**src/rtl/timer8_pkg.sv**
```systemverilog
// Purpose: Shared constants and types for the 8-bit timer with compare.
// Assumes: Classic Wishbone, 32-bit data, byte addresses.
// Notes:   Data sits in the low byte; upper bits read as zero.
package timer8_pkg;

    // Register byte addresses
    localparam logic [7:0] ADDR_CTRL_A  = 8'h00;
    localparam logic [7:0] ADDR_CTRL_B  = 8'h04;
    localparam logic [7:0] ADDR_COUNT   = 8'h08;
    localparam logic [7:0] ADDR_CMP_A   = 8'h0c;
    localparam logic [7:0] ADDR_CMP_B   = 8'h10;
    localparam logic [7:0] ADDR_IRQ_EN  = 8'h14;
    localparam logic [7:0] ADDR_FLAGS   = 8'h18;
    localparam logic [7:0] ADDR_PIN_DIR = 8'h1c;

    // timer_control_a fields
    localparam int COM_A_POS = 6;
    localparam int COM_B_POS = 4;
    localparam int WGM_LO_POS = 0;
    // timer_control_b fields
    localparam int FORCE_A_POS = 7;
    localparam int FORCE_B_POS = 6;
    localparam int WGM_HI_POS = 3;
    localparam int CS_POS = 0;
    // Flag, enable and pin direction bit positions
    localparam int FLAG_OVF = 0;
    localparam int FLAG_A = 1;
    localparam int FLAG_B = 2;
    localparam int DIR_A = 0;
    localparam int DIR_B = 1;

    // Compare output mode encodings
    localparam logic [1:0] COM_OFF = 2'h0;
    localparam logic [1:0] COM_TOGGLE = 2'h1;
    localparam logic [1:0] COM_CLEAR = 2'h2;
    localparam logic [1:0] COM_SET = 2'h3;

    // Waveform mode encodings
    localparam logic [2:0] WGM_MATCH_CLR = 3'h2;
    localparam logic [2:0] WGM_FAST_FF = 3'h3;
    localparam logic [2:0] WGM_FAST_CMPA = 3'h7;

    // Clock source encodings and prescale tick masks
    localparam logic [2:0] CS_STOP = 3'h0;
    localparam logic [2:0] CS_DIV1 = 3'h1;
    localparam logic [2:0] CS_DIV8 = 3'h2;
    localparam logic [2:0] CS_DIV64 = 3'h3;
    localparam logic [2:0] CS_DIV256 = 3'h4;
    localparam logic [2:0] CS_DIV1024 = 3'h5;
    localparam logic [2:0] CS_EXT_FALL = 3'h6;
    localparam logic [2:0] CS_EXT_RISE = 3'h7;
    localparam logic [9:0] MASK_DIV8 = 10'h007;
    localparam logic [9:0] MASK_DIV64 = 10'h03f;
    localparam logic [9:0] MASK_DIV256 = 10'h0ff;
    localparam logic [9:0] MASK_DIV1024 = 10'h3ff;

    localparam logic [7:0] COUNT_MAX = 8'hff;
    localparam logic [7:0] COUNT_BOTTOM = 8'h00;

    typedef struct packed {
        logic        cyc;
        logic        stb;
        logic        we;
        logic [7:0]  adr;
        logic [3:0]  sel;
        logic [31:0] dat;
    } wb_req_t;

    typedef struct packed {
        logic        ack;
        logic [31:0] dat;
    } wb_rsp_t;

    typedef struct packed {
        logic [7:0] count;
        logic [7:0] cmpActA;
        logic [7:0] cmpActB;
        logic [7:0] cmpBufA;
        logic [7:0] cmpBufB;
        logic [1:0] comA;
        logic [1:0] comB;
        logic [2:0] wgm;
        logic [2:0] clkSel;
        logic [2:0] irqEn;
        logic [2:0] flags;
        logic [1:0] pinDir;
        logic       waveA;
        logic       waveB;
        logic       pinA;
        logic       pinB;
        logic       pinEnA;
        logic       pinEnB;
        logic [2:0] irq;
        logic       blockNext;
        logic [9:0] presc;
        logic [2:0] extSync;
        logic       extLvl;
        wb_rsp_t    rsp;
    } timer_state_t;

endpackage : timer8_pkg

```
**src/rtl/timer8_dual_compare_pwm.sv**
```systemverilog
// Purpose: 8-bit timer/counter, two compares, normal/match-clear/fast PWM.
// Assumes: One clock, synchronous reset, classic Wishbone register slave.
// Notes:   Phase-correct modes count like normal mode with buffered
//          compares; their waveform detail is not built.
//
// Decided for this implementation: the Wishbone slave port and the placing of the registers.
`timescale 1ns/1ps

module timer8_dual_compare_pwm (
    input  wire logic               core_clk,
    input  wire logic               srst,
    input  wire timer8_pkg::wb_req_t wbReq,
    output timer8_pkg::wb_rsp_t      wbRsp,
    input  wire logic               extClk,
    input  wire logic [2:0]         irqAck,
    output logic [2:0]              irq,
    output logic                    pinA,
    output logic                    pinEnA,
    output logic                    pinB,
    output logic                    pinEnB
);
    import timer8_pkg::*;

    timer_state_t s;
    timer_state_t next_s;

    function automatic logic matchAction(
        input logic       cur,
        input logic [1:0] com
    );
        unique case (com)
            COM_TOGGLE: matchAction = ~cur;
            COM_CLEAR:  matchAction = 1'b0;
            COM_SET:    matchAction = 1'b1;
            default:    matchAction = cur;
        endcase
    endfunction : matchAction

    logic       tick;
    logic       isPwm;
    logic       isFast;
    logic       clearAtTop;
    logic [7:0] topVal;
    logic       atTop;
    logic       matchA;
    logic       matchB;
    logic       extRise;
    logic       extFall;
    logic       access;
    logic       wrDo;
    logic [7:0] wrData;
    logic [2:0] setFlags;
    logic [2:0] clrFlags;
    logic [7:0] rdByte;

    always_comb begin
        next_s = s;
        setFlags = 3'h0;
        clrFlags = 3'h0;
        rdByte = 8'h00;

        // Prescaler runs freely; taps give the divided tick rates
        next_s.presc = s.presc + 10'h001;

        // Only the agreed second/third stages feed the edge decision
        next_s.extSync = {s.extSync[1:0], extClk};
        extRise = ~s.extLvl & s.extSync[1] & s.extSync[2];
        extFall = s.extLvl & ~s.extSync[1] & ~s.extSync[2];
        if (s.extSync[1] == s.extSync[2]) begin
            next_s.extLvl = s.extSync[2];
        end

        unique case (s.clkSel)
            CS_STOP:     tick = 1'b0;
            CS_DIV1:     tick = 1'b1;
            CS_DIV8:     tick = (s.presc & MASK_DIV8) == MASK_DIV8;
            CS_DIV64:    tick = (s.presc & MASK_DIV64) == MASK_DIV64;
            CS_DIV256:   tick = (s.presc & MASK_DIV256) == MASK_DIV256;
            CS_DIV1024:  tick = (s.presc & MASK_DIV1024) == MASK_DIV1024;
            CS_EXT_FALL: tick = extFall;
            CS_EXT_RISE: tick = extRise;
        endcase

        // Odd mode codes are the PWM family
        isPwm = s.wgm[0];
        isFast = (s.wgm == WGM_FAST_FF) || (s.wgm == WGM_FAST_CMPA);
        clearAtTop = isFast || (s.wgm == WGM_MATCH_CLR);
        if ((s.wgm == WGM_MATCH_CLR) || (s.wgm == WGM_FAST_CMPA)) begin
            topVal = s.cmpActA;
        end else begin
            topVal = COUNT_MAX;
        end
        atTop = (s.count == topVal);

        matchA = (s.count == s.cmpActA);
        matchB = (s.count == s.cmpActB);

        if (tick) begin
            if (clearAtTop && atTop) begin
                next_s.count = COUNT_BOTTOM;
            end else begin
                next_s.count = s.count + 8'h01;
            end

            if (isFast) begin
                setFlags[FLAG_OVF] = atTop;
            end else begin
                setFlags[FLAG_OVF] = (s.count == COUNT_MAX);
            end

            // Match held through the cycle before the tick counts
            if (!s.blockNext) begin
                setFlags[FLAG_A] = matchA;
                setFlags[FLAG_B] = matchB;
                if (!isPwm) begin
                    if (matchA) begin
                        next_s.waveA = matchAction(s.waveA, s.comA);
                    end
                    if (matchB) begin
                        next_s.waveB = matchAction(s.waveB, s.comB);
                    end
                end else if (isFast) begin
                    // Toggle is not a PWM output mode here
                    if (matchA && s.comA[1]) begin
                        next_s.waveA = s.comA[0];
                    end
                    if (matchB && s.comB[1]) begin
                        next_s.waveB = s.comB[0];
                    end
                end
            end

            // Bottom wins over a match coinciding with top
            if (isFast && atTop) begin
                if (s.comA[1]) begin
                    next_s.waveA = ~s.comA[0];
                end
                if (s.comB[1]) begin
                    next_s.waveB = ~s.comB[0];
                end
            end

            if (isPwm && atTop) begin
                next_s.cmpActA = s.cmpBufA;
                next_s.cmpActB = s.cmpBufB;
            end
            next_s.blockNext = 1'b0;
        end

        // Wishbone: ack one cycle after the request, dropped after one
        access = wbReq.cyc && wbReq.stb && !s.rsp.ack;
        next_s.rsp.ack = access;
        wrDo = s.rsp.ack && wbReq.cyc && wbReq.stb && wbReq.we &&
               wbReq.sel[0];
        wrData = wbReq.dat[7:0];

        unique case (wbReq.adr)
            ADDR_CTRL_A:
                rdByte = {s.comA, s.comB, 2'h0, s.wgm[1:0]};
            ADDR_CTRL_B:
                rdByte = {4'h0, s.wgm[2], s.clkSel};
            ADDR_COUNT:
                rdByte = s.count;
            ADDR_CMP_A:
                rdByte = isPwm ? s.cmpBufA : s.cmpActA;
            ADDR_CMP_B:
                rdByte = isPwm ? s.cmpBufB : s.cmpActB;
            ADDR_IRQ_EN:
                rdByte = {5'h00, s.irqEn};
            ADDR_FLAGS:
                rdByte = {5'h00, s.flags};
            ADDR_PIN_DIR:
                rdByte = {6'h00, s.pinDir};
            default:
                rdByte = 8'h00;
        endcase
        if (access) begin
            next_s.rsp.dat = {24'h000000, rdByte};
        end else if (s.rsp.ack) begin
            next_s.rsp.dat = 32'h00000000;
        end

        if (wrDo) begin
            unique case (wbReq.adr)
                ADDR_CTRL_A: begin
                    // Mode change leaves the output levels alone
                    next_s.comA = wrData[COM_A_POS +: 2];
                    next_s.comB = wrData[COM_B_POS +: 2];
                    next_s.wgm[1:0] = wrData[WGM_LO_POS +: 2];
                end
                ADDR_CTRL_B: begin
                    next_s.wgm[2] = wrData[WGM_HI_POS];
                    next_s.clkSel = wrData[CS_POS +: 3];
                    if (!isPwm && wrData[FORCE_A_POS]) begin
                        next_s.waveA = matchAction(s.waveA, s.comA);
                    end
                    if (!isPwm && wrData[FORCE_B_POS]) begin
                        next_s.waveB = matchAction(s.waveB, s.comB);
                    end
                end
                ADDR_COUNT: begin
                    next_s.count = wrData;
                    next_s.blockNext = 1'b1;
                end
                ADDR_CMP_A: begin
                    next_s.cmpBufA = wrData;
                    if (!isPwm) begin
                        next_s.cmpActA = wrData;
                    end
                end
                ADDR_CMP_B: begin
                    next_s.cmpBufB = wrData;
                    if (!isPwm) begin
                        next_s.cmpActB = wrData;
                    end
                end
                ADDR_IRQ_EN: begin
                    next_s.irqEn = wrData[2:0];
                end
                ADDR_FLAGS: begin
                    clrFlags = wrData[2:0];
                end
                ADDR_PIN_DIR: begin
                    next_s.pinDir = wrData[1:0];
                end
                default: begin
                    next_s.irqEn = s.irqEn;
                end
            endcase
        end

        // A new event wins over a clear in the same cycle
        clrFlags = clrFlags | irqAck;
        next_s.flags = (s.flags & ~clrFlags) | setFlags;

        next_s.irq = next_s.flags & next_s.irqEn;

        next_s.pinEnA = next_s.pinDir[DIR_A];
        next_s.pinEnB = next_s.pinDir[DIR_B];
        next_s.pinA = next_s.waveA & next_s.pinDir[DIR_A];
        next_s.pinB = next_s.waveB & next_s.pinDir[DIR_B];
    end

    always_ff @(posedge core_clk) begin
        if (srst) begin
            s <= '0;
        end else begin
            s <= next_s;
        end
    end

    assign wbRsp = s.rsp;
    assign irq = s.irq;
    assign pinA = s.pinA;
    assign pinEnA = s.pinEnA;
    assign pinB = s.pinB;
    assign pinEnB = s.pinEnB;

endmodule : timer8_dual_compare_pwm

```
**config.mk**
```make
export PLATFORM = sky130hd
export DESIGN_NAME = timer8_dual_compare_pwm
export DESIGN_NICKNAME = d
export VERILOG_FILES = /design/src/rtl/timer8_pkg.sv /design/src/rtl/timer8_dual_compare_pwm.sv
export SDC_FILE = /design/constraint.sdc
export NUM_CORES = 1
export LEC_CHECK = 0
export ABC_CLOCK_PERIOD_IN_PS = 6500
export BUFFER_PORTS_ARGS = -buffer_cell sky130_fd_sc_hd__buf_2
export CORE_ASPECT_RATIO = 1.1
export CORE_UTILIZATION = 58
export CTS_CLUSTER_DIAMETER = 200
export CTS_CLUSTER_SIZE = 8
export DETAILED_ROUTE_END_ITERATION = 8
export PLACE_DENSITY = 0.86
export SKIP_LAST_GASP = 1
export SLEW_MARGIN = 20
export SYNTH_ARGS = -nofsm -noshare
export SYNTH_HDL_FRONTEND = slang
export SYNTH_SLANG_ARGS = --single-unit
```
**constraint.sdc**
```tcl
create_clock -name core_clk -period 6.5 [get_ports core_clk]
set_input_delay 0.325 -clock core_clk [delete_from_list [all_inputs] [get_ports core_clk]]
set_output_delay 0.325 -clock core_clk [all_outputs]
set_load 0.005 [all_outputs]
```
; After elaboration in Yosys (flattened, before gate mapping)
; Cells that the tools add are included.
[word_totals]
regBits = 91
elab_cells = 152
[classes]
add_sub_neg = 2
eq_ne = 32
muxes = 49
bitwise_logic = 18
reduce_logical = 25
[ops]
columns = operator, n
row1 = 8-bit 2-to-1 mux, 13
row2 = 8-bit case mux with 8 select lines, 1
row3 = 53-bit 2-to-1 mux, 1
row4 = "8-bit by 5-bit == test with 1-bit output, second input constant", 4
row5 = 8-bit == test, 3
row6 = 24-bit 2-to-1 mux, 1
row7 = "3-bit == test, second input constant", 6
row8 = 2-bit 2-to-1 mux, 9
row9 = "8-bit by 4-bit == test with 1-bit output, second input constant", 2
row10 = "8-bit == test, second input constant", 2
row11 = 16-bit 2-to-1 mux, 1
row12 = 3-bit 2-to-1 mux, 5
row13 = 1-bit logical AND, 13
row14 = 1-bit 2-to-1 mux, 13
row15 = "3-bit by 2-bit == test with 1-bit output, second input constant", 4
row16 = "10-bit by 1-bit adder with 10-bit output, second input constant", 1
row17 = "10-bit == test, second input constant", 1
row18 = "8-bit by 1-bit adder with 8-bit output, second input constant", 1
row19 = "2-bit == test, second input constant", 4
row20 = "8-bit by 3-bit == test with 1-bit output, second input constant", 1
row21 = 8-bit logical NOT, 1
row22 = 4-bit 2-to-1 mux, 2
row23 = 1-bit case mux with 8 select lines, 1
row24 = 2-bit AND reduction, 4
row25 = 14 further kinds, 32

; Logic depth before layout (Yosys ltp)
; Gate-level depths: netlist of run 1.
[logic_depth]
depth_word = 13
depth_mapped = 10

; Least setup slack after synthesis of run 1
; OpenSTA, ideal clock, no wires.
[synth_timing]
path_kind = input -> register
start = input wbReq[43] in the netlist's numbering
end = register s, in the netlist pinB
setup_time_ns = 0.123
arrival_ns = 2.316
required_ns = 6.377
slack_ns = 4.061
cell_stages = 8
path_buffers = 1
path_cell_list = or4_1 -> or2_1 -> or4_1 -> buf_2 -> o41a_1 -> nand2_1 -> a211o_2 -> a21oi_1
[synth_via]
elab_chain_cells = 4
elab_cells_between_ends = 6
cone_classes = eq/ne: 2 / mux: 3 / bitwise: 1
[synth_rtl]
columns = element, line
row1 = from (decl), timer8_dual_compare_pwm.sv:12  ; input wire timer8_pkg::wb_req_t wbReq,
row2 = 8-bit by 3-bit == test with 1-bit output or 8-bit by 5-bit == test with 1-bit output (tied branches), timer8_dual_compare_pwm.sv:184  ; unique case (wbReq.adr)
row3 = 2-bit 2-to-1 mux, timer8_dual_compare_pwm.sv:184
row4 = 4-bit 2-to-1 mux (*), timer8_dual_compare_pwm.sv:183  ; if (wrDo) begin
row5 = 1-bit AND (*), timer8_dual_compare_pwm.sv:241  ; next_s.pinB = next_s.waveB & next_s.pinDir[DIR_B];
row6 = to (signal assigned), timer8_dual_compare_pwm.sv:248  ; s <= next_s;
row7 = to (decl), timer8_dual_compare_pwm.sv:24  ; timer_state_t s;
; Mark *: on every way between the ends. The rest lies on a longest branch, timed or not.
; A chain may end at the register's enable or synchronous reset.

; Worst setup path after layout of run 1
[layout_timing]
start = register s[114] in the netlist's numbering
end = register s, in the netlist irq[0]
[layout_via]
elab_chain_cells = 5
elab_cells_between_ends = 6
cone_classes = eq/ne: 2 / mux: 2 / bitwise: 2
[layout_rtl]
columns = element, line
row1 = "8-bit == test, on equally long branches", "timer8_dual_compare_pwm.sv:108, timer8_dual_compare_pwm.sv:93"
row2 = 1-bit 2-to-1 mux (*), timer8_dual_compare_pwm.sv:105  ; if (isFast) begin
row3 = 3-bit 2-to-1 mux (*), timer8_dual_compare_pwm.sv:98  ; if (tick) begin
row4 = 3-bit bitwise OR (*), timer8_dual_compare_pwm.sv:234  ; next_s.flags = (s.flags & ~clrFlags) | setFlags;
row5 = 3-bit AND (*), timer8_dual_compare_pwm.sv:236  ; next_s.irq = next_s.flags & next_s.irqEn;
; Marked as above.

==> impl_metrics.ini, run 1 <==
[timing]
rsz0062_at_grt = false
setup_tns_ns = 0
fin_crit_sh = 0.5374
min_period_ns = 3.493
timing.fmax_mhz = 286.3
finalMaxSlewViolations = 0
tightest_slew_ns = 1.111
setup_violations = 0
report.final.hold_viol_count = 0
relSlewSlack = 0.2576
finClkSkew_ns = 0.01731

[pwr]
p_comb_frac = 0.050
swShare = 0.2671
p_sw_w = 0.0002588
sequentialPowerShare = 0.568
peakVddDrop_mv = 0.09291
power.internal_w = 0.0007101
total_leakage_power_nw = 2.038
powerDensity_nw_per_um2 = 191.1
clkPwrFrac = 0.382

[cells_and_area]
diodes = 0
drive_above_1_share = 0.1196
final_net_count = 653
syn2layout_area_growth_pct = 4.622
finalNonFillerCells = 710
design_area_um2 = 5070

[place]
place_inst = 694
place_area_um2 = 4881
globalplace.congestion = 0.9156
place_hpwl_mm = 8.474
portBuffers = 41

[die]
initial_core_util = 0.6059
io_pins = 93
dieArea_um2 = 8725
fp.dieW_um = 89.15
core-area_um2 = 7998
num_rows = 34
die_h_um = 97.87

[drt]
drt_iter0_markers = 470
wirelength_mm = 12.05
drc = 0
drtPass1Iterations = 7
drtAntennaViolNets = 0
vias = 4437
viasPerCell = 6.249
wl_per_cell_um = 16.97

[clock_network]
cts_tree = built
root_buffer = clkbuf_8
cts.sinks = 89
cts_buffers = 9
cts_resized = 0
postCtsSetupRepairBufs = 0
insertion_delay_ns = 0.38
clock_path_buffers = 2
hold_buffers = 0
path_clk_slew_ns = 0.11
h-tree-depth = 3

[synth]
netlist.top_cell.by_area = dfxtp_1
avgSynthCellArea_um2 = 8.144
synth_flop_cell = dfxtp_1
synth_edf_count = 0
ys_seq_area_frac = 0.3677
synth.area.top_cells = dfxtp_1, mux2i_1, buf_4
async_flop_share = 0
synthDistinctLibCells = 55
ys_top_cells_by_count = dfxtp_1, nor2_1, nand2_1
syn_inst = 595
syn-cell-area_um2 = 4846
yosys.area.top_type_share = 0.3677
yosysMostFrequentCell = dfxtp_1
yosysWarnings = 0
ys_seq_elements = 89

[hold_path]
min_from = extClk
hold_class = primary input to register

[global_route]
grt_pass1_wl_mm = 19.66
grt_pass1_vias = 4099
gr-total-overflow = 0
antenna_found_initial = 0
grt_start_max_net_pins = 81
gr-usage-all-layers = 0.2883

[job]
maxCapViolCount = 0

[critical_path]
cp_max_fo = 17
cp.arrival_ns = 3.81
worstSetupPathType = register to register
startpoint = s[114]
cp.required_ns = 6.82
r2r-start = s[114]
end_kind = register
startpoint_type = register

[run_status]
status = finished, final reports clean
[per-stage QoR]
stage / setup slack, ns / util / hold WS, ns / total power (W)
2_1_floorplan: 4.061 / - / 0.4138 / 0.0006018
3_3_place_gp: 3.150 / 0.6103 / 0.4195 / 0.0006087
3_5_place_dp: 3.100 / 0.6103 / 0.4383 / 0.0006099
4_1_cts: 3.064 / 0.6339 / 0.1468 / 0.0009696
5_1_grt: 2.708 / 0.6339 / 0.1710 / 0.0009980
6_report: 3.007 / 0.6339 / 0.1491 / 0.0009689
[worst paths after layout]
kind / depth (start not counted) / endpoint / slack [ns]
worst max-delay path: 7 / irq[0] / 3.01
worst min-delay path: 2 / next_s[35] / 0.15
worst max register to register: 7 / irq[0] / 3.01
worst min register to register: 2 / wbRsp[3] / 0.45
[cells in the final DEF (no fill, tap or decap), types with 9 or more instances in the layout]
cell type and instances:
xor2_1 15, xnor2_1 9, nor2_1 58, nor3_1 15, dfxtp_1 89, nand2_1 56
a221oi_1 19, mux2i_1 31, clkbuf_8 9, o21ai_0 21, conb_1 24, buf_2 41
nand3_1 36, a211oi_1 18, a21oi_1 47
[power by group through the flow]
stage / Sequential, W / Combinational, W / Clock, W
finish: 0.000551 / 0.0000481 / 0.000370
global route: 0.000551 / 0.0000523 / 0.000395
CTS: 0.000550 / 0.0000469 / 0.000372
detailed placement: 0.000563 / 0.0000467 / 0
global placement: 0.000563 / 0.0000457 / 0
floorplan: 0.000563 / 0.0000392 / 0
[registers in the layout (all words and copies together), names as in the netlist]
name    cells
pinB        1
pinA        1
next_s      2
isPwm       1
irq         3
s          72
wbRsp       9
[area by class of cell]
| cell class | count | area [um2] |
|---|---|---|
| Fill cell | 725 | 2928 |
| Tap cell | 108 | 135.1 |
| Multi-Input combinational cell | 444 | 2691 |
| Clock inverter | 7 | 65.06 |
| Timing Repair Buffer | 47 | 250.2 |
| Sequential cell | 89 | 1782 |
| Inverter | 6 | 22.52 |
| Clock buffer | 9 | 123.9 |
[per-layer routing]
layer	vias up	share of wire	GRT usage
li1	2083	-	-
met1	2087	0.42	0.3759
met2	226	0.48	0.4504
met3	41	0.074	0.04734
met4	0	0.032	0.1563
met5	-	0	0
[logic make-up after synthesis]
family,after synthesis,share of synthesized area
XOR/XNOR,24,0.04338
multiplexers,35,0.07333
flip-flops,89,0.3677
AND/OR/NAND/NOR,226,0.2324
other,1,0.0007739
AO/OA/AOI/OAI,132,0.1787
buffers and inverters,85,0.09605
adder cells (fa/ha/maj),3,0.007747
[critical path: stages (launching register included)]
cell and delay, ns:
dfxtp_1 0.54, xor2_1 0.13, nor4_1 0.61, nand2_1 0.26, mux2i_1 0.19, nand3_1 0.79, o21ai_0 0.72, and2_1 0.20
Power figures use the tool's default switching activity.
==> inputs of run 2 (changes only) <==
Settings changed: ABC_CLOCK_PERIOD_IN_PS 6500 to 2900, CORE_UTILIZATION 58 to 50, PLACE_DENSITY 0.86 to 0.79.
Clock period 6.5 ns to 2.9 ns, I/O delays scaled along.
==> run 2 against run 1 <==
Critical endpoint is now s[113]; power is 130% higher; global-route usage is 3.0 points lower; combinational power is 130% higher; routed wire length is 1.5% higher; cell area is 2.1% higher.
==> impl_metrics.ini, run 2 (synthesized netlist as in run 1, its figures left out) <==
[run_status]
status = finished, final reports clean

[place]
portBuffers = 41
place_hpwl_mm = 8.713
globalplace.congestion = 0.9402

[timing]
report.final.hold_viol_count = 0
tightest_slew_ns = 0.6689
setup_violations = 0
finClkSkew_ns = 0.01364
whs_ns = 0.1017
setup_tns_ns = 0
fin_crit_sh = 0.9310
rsz0062_at_grt = false
finalMaxSlewViolations = 0
relSlewSlack = 0.5500
min_period_ns = 2.700
timing.fmax_mhz = 370.4

[drt]
vias = 4411
drtPass1Iterations = 5
drc = 0
viasPerCell = 6.059
drtAntennaViolNets = 0
wirelength_mm = 12.23
drt_iter0_markers = 245
wl_per_cell_um = 16.79

[die]
fp.dieW_um = 95.87
io_pins = 93
num_rows = 37
die_h_um = 105.3
dieArea_um2 = 10090
core-area_um2 = 9398
initial_core_util = 0.5156

[pwr]
total_leakage_power_nw = 2.088
peakVddDrop_mv = 0.1974
power_w = 0.002235
powerDensity_nw_per_um2 = 431.8

[critical_path]
cp.required_ns = 3.16
r2r-end = s[113]
startpoint_type = register
cp_max_fo = 9
cp.arrival_ns = 2.96
r2r-start = s[37]
cp-endpoint = s[113]
end_kind = register
r2r_slack_ns = 0.20
startpoint = s[37]
ff2ff_path_depth = 8
worstSetupPathType = register to register

[cells_and_area]
final_net_count = 662
syn2layout_area_growth_pct = 6.816
drive_above_1_share = 0.1309
fillerInstances = 868
final_cell_mix = dfxtp_1, nor2_1, nand2_1
largest_reg_flops = 72
largest_register = s
layout_commonest_cell = dfxtp_1
diodes = 0

[clock_network]
cts.sinks = 89
path_clk_slew_ns = 0.09
h-tree-depth = 3
insertion_delay_ns = 0.36
cts_tree = built
cts_buffers = 9
postCtsSetupRepairBufs = 0
root_buffer = clkbuf_8
clock_path_buffers = 2

[global_route]
grt_pass1_wl_mm = 20.38
gr-total-overflow = 0
grt_start_max_net_pins = 52
grt_pass1_vias = 4140
gr-usage-all-layers = 0.2583
antenna_found_initial = 0

[job]
maxCapViolCount = 0

[hold_path]
min_from = wbReq[4]
hold_class = primary input to register
==> run 2: routing by layer <==
metal	wire length, um	global-route usage	up-vias	part of all wire
li1	-	-	2089	-
met1	5194	0.3318	2074	0.42
met2	5784	0.4087	214	0.47
met3	883	0.04978	34	0.072
met4	362	0.1279	0	0.030
met5	0	0	-	0
==> run 2: critical path, cell delays in order, from the launching register on <==
cell and delay (ns):
dfxtp_1 0.41, ha_1 0.20, ha_1 0.15, nand3b_1 0.07
and4b_1 0.21, or4_1 0.71, nor2_1 0.44, a31oi_1 0.16
a221oi_1 0.24
==> run 2: timing repair <==
item | in CTS | in global routing
gates resized for setup | 0 | 0
endpoints found under the hold margin | 1 | 0
hold buffers | 1 | 0
==> run 2: layout make-up <==
type / instances / area (um2) / area share
well taps: 117 / 146.4 / 0.02828
clock inverters: 5 / 62.56 / 0.01209
flip-flops and latches: 89 / 1782 / 0.3442
repair buffers: 56 / 320.3 / 0.06188
clock buffers: 11 / 151.4 / 0.02925
inverters: 6 / 22.52 / 0.004351
multi-input cells: 444 / 2691 / 0.5199
==> run 2: worst min-delay path by stage <==
stage / slack [ns] / cells past startpoint / end
after CTS: 0.09 / 3 / s[87]
after global placement: 0.36 / 2 / next_s[35]
after floorplan: 0.27 / 1 / next_s[35]
after global routing: 0.1 / 3 / s[87]
final: 0.10 / 3 / s[87]
after detailed placement: 0.36 / 2 / next_s[35]
==> run 2: metrics by stage <==
stage / setup WS, ns / instances / area (um2) / util
floorplan: 0.5151 / 618 / 4932 / -
global placement: 0.3207 / 711 / 4952 / 0.5270
detailed placement: 0.2468 / 711 / 4952 / 0.5270
CTS: 0.2295 / 728 / 5176 / 0.5508
global route: 0.04501 / 728 / 5176 / 0.5508
finish: 0.2002 / 728 / 5176 / 0.5508
==> run 2: power breakdown <==
part	leakage [nW]	switching [W]	internal (W)
Clock	0.102	0.000441	0.000450
Combinational	1.27	0.0000789	0.0000320
Sequential	0.718	0.00000640	0.00123
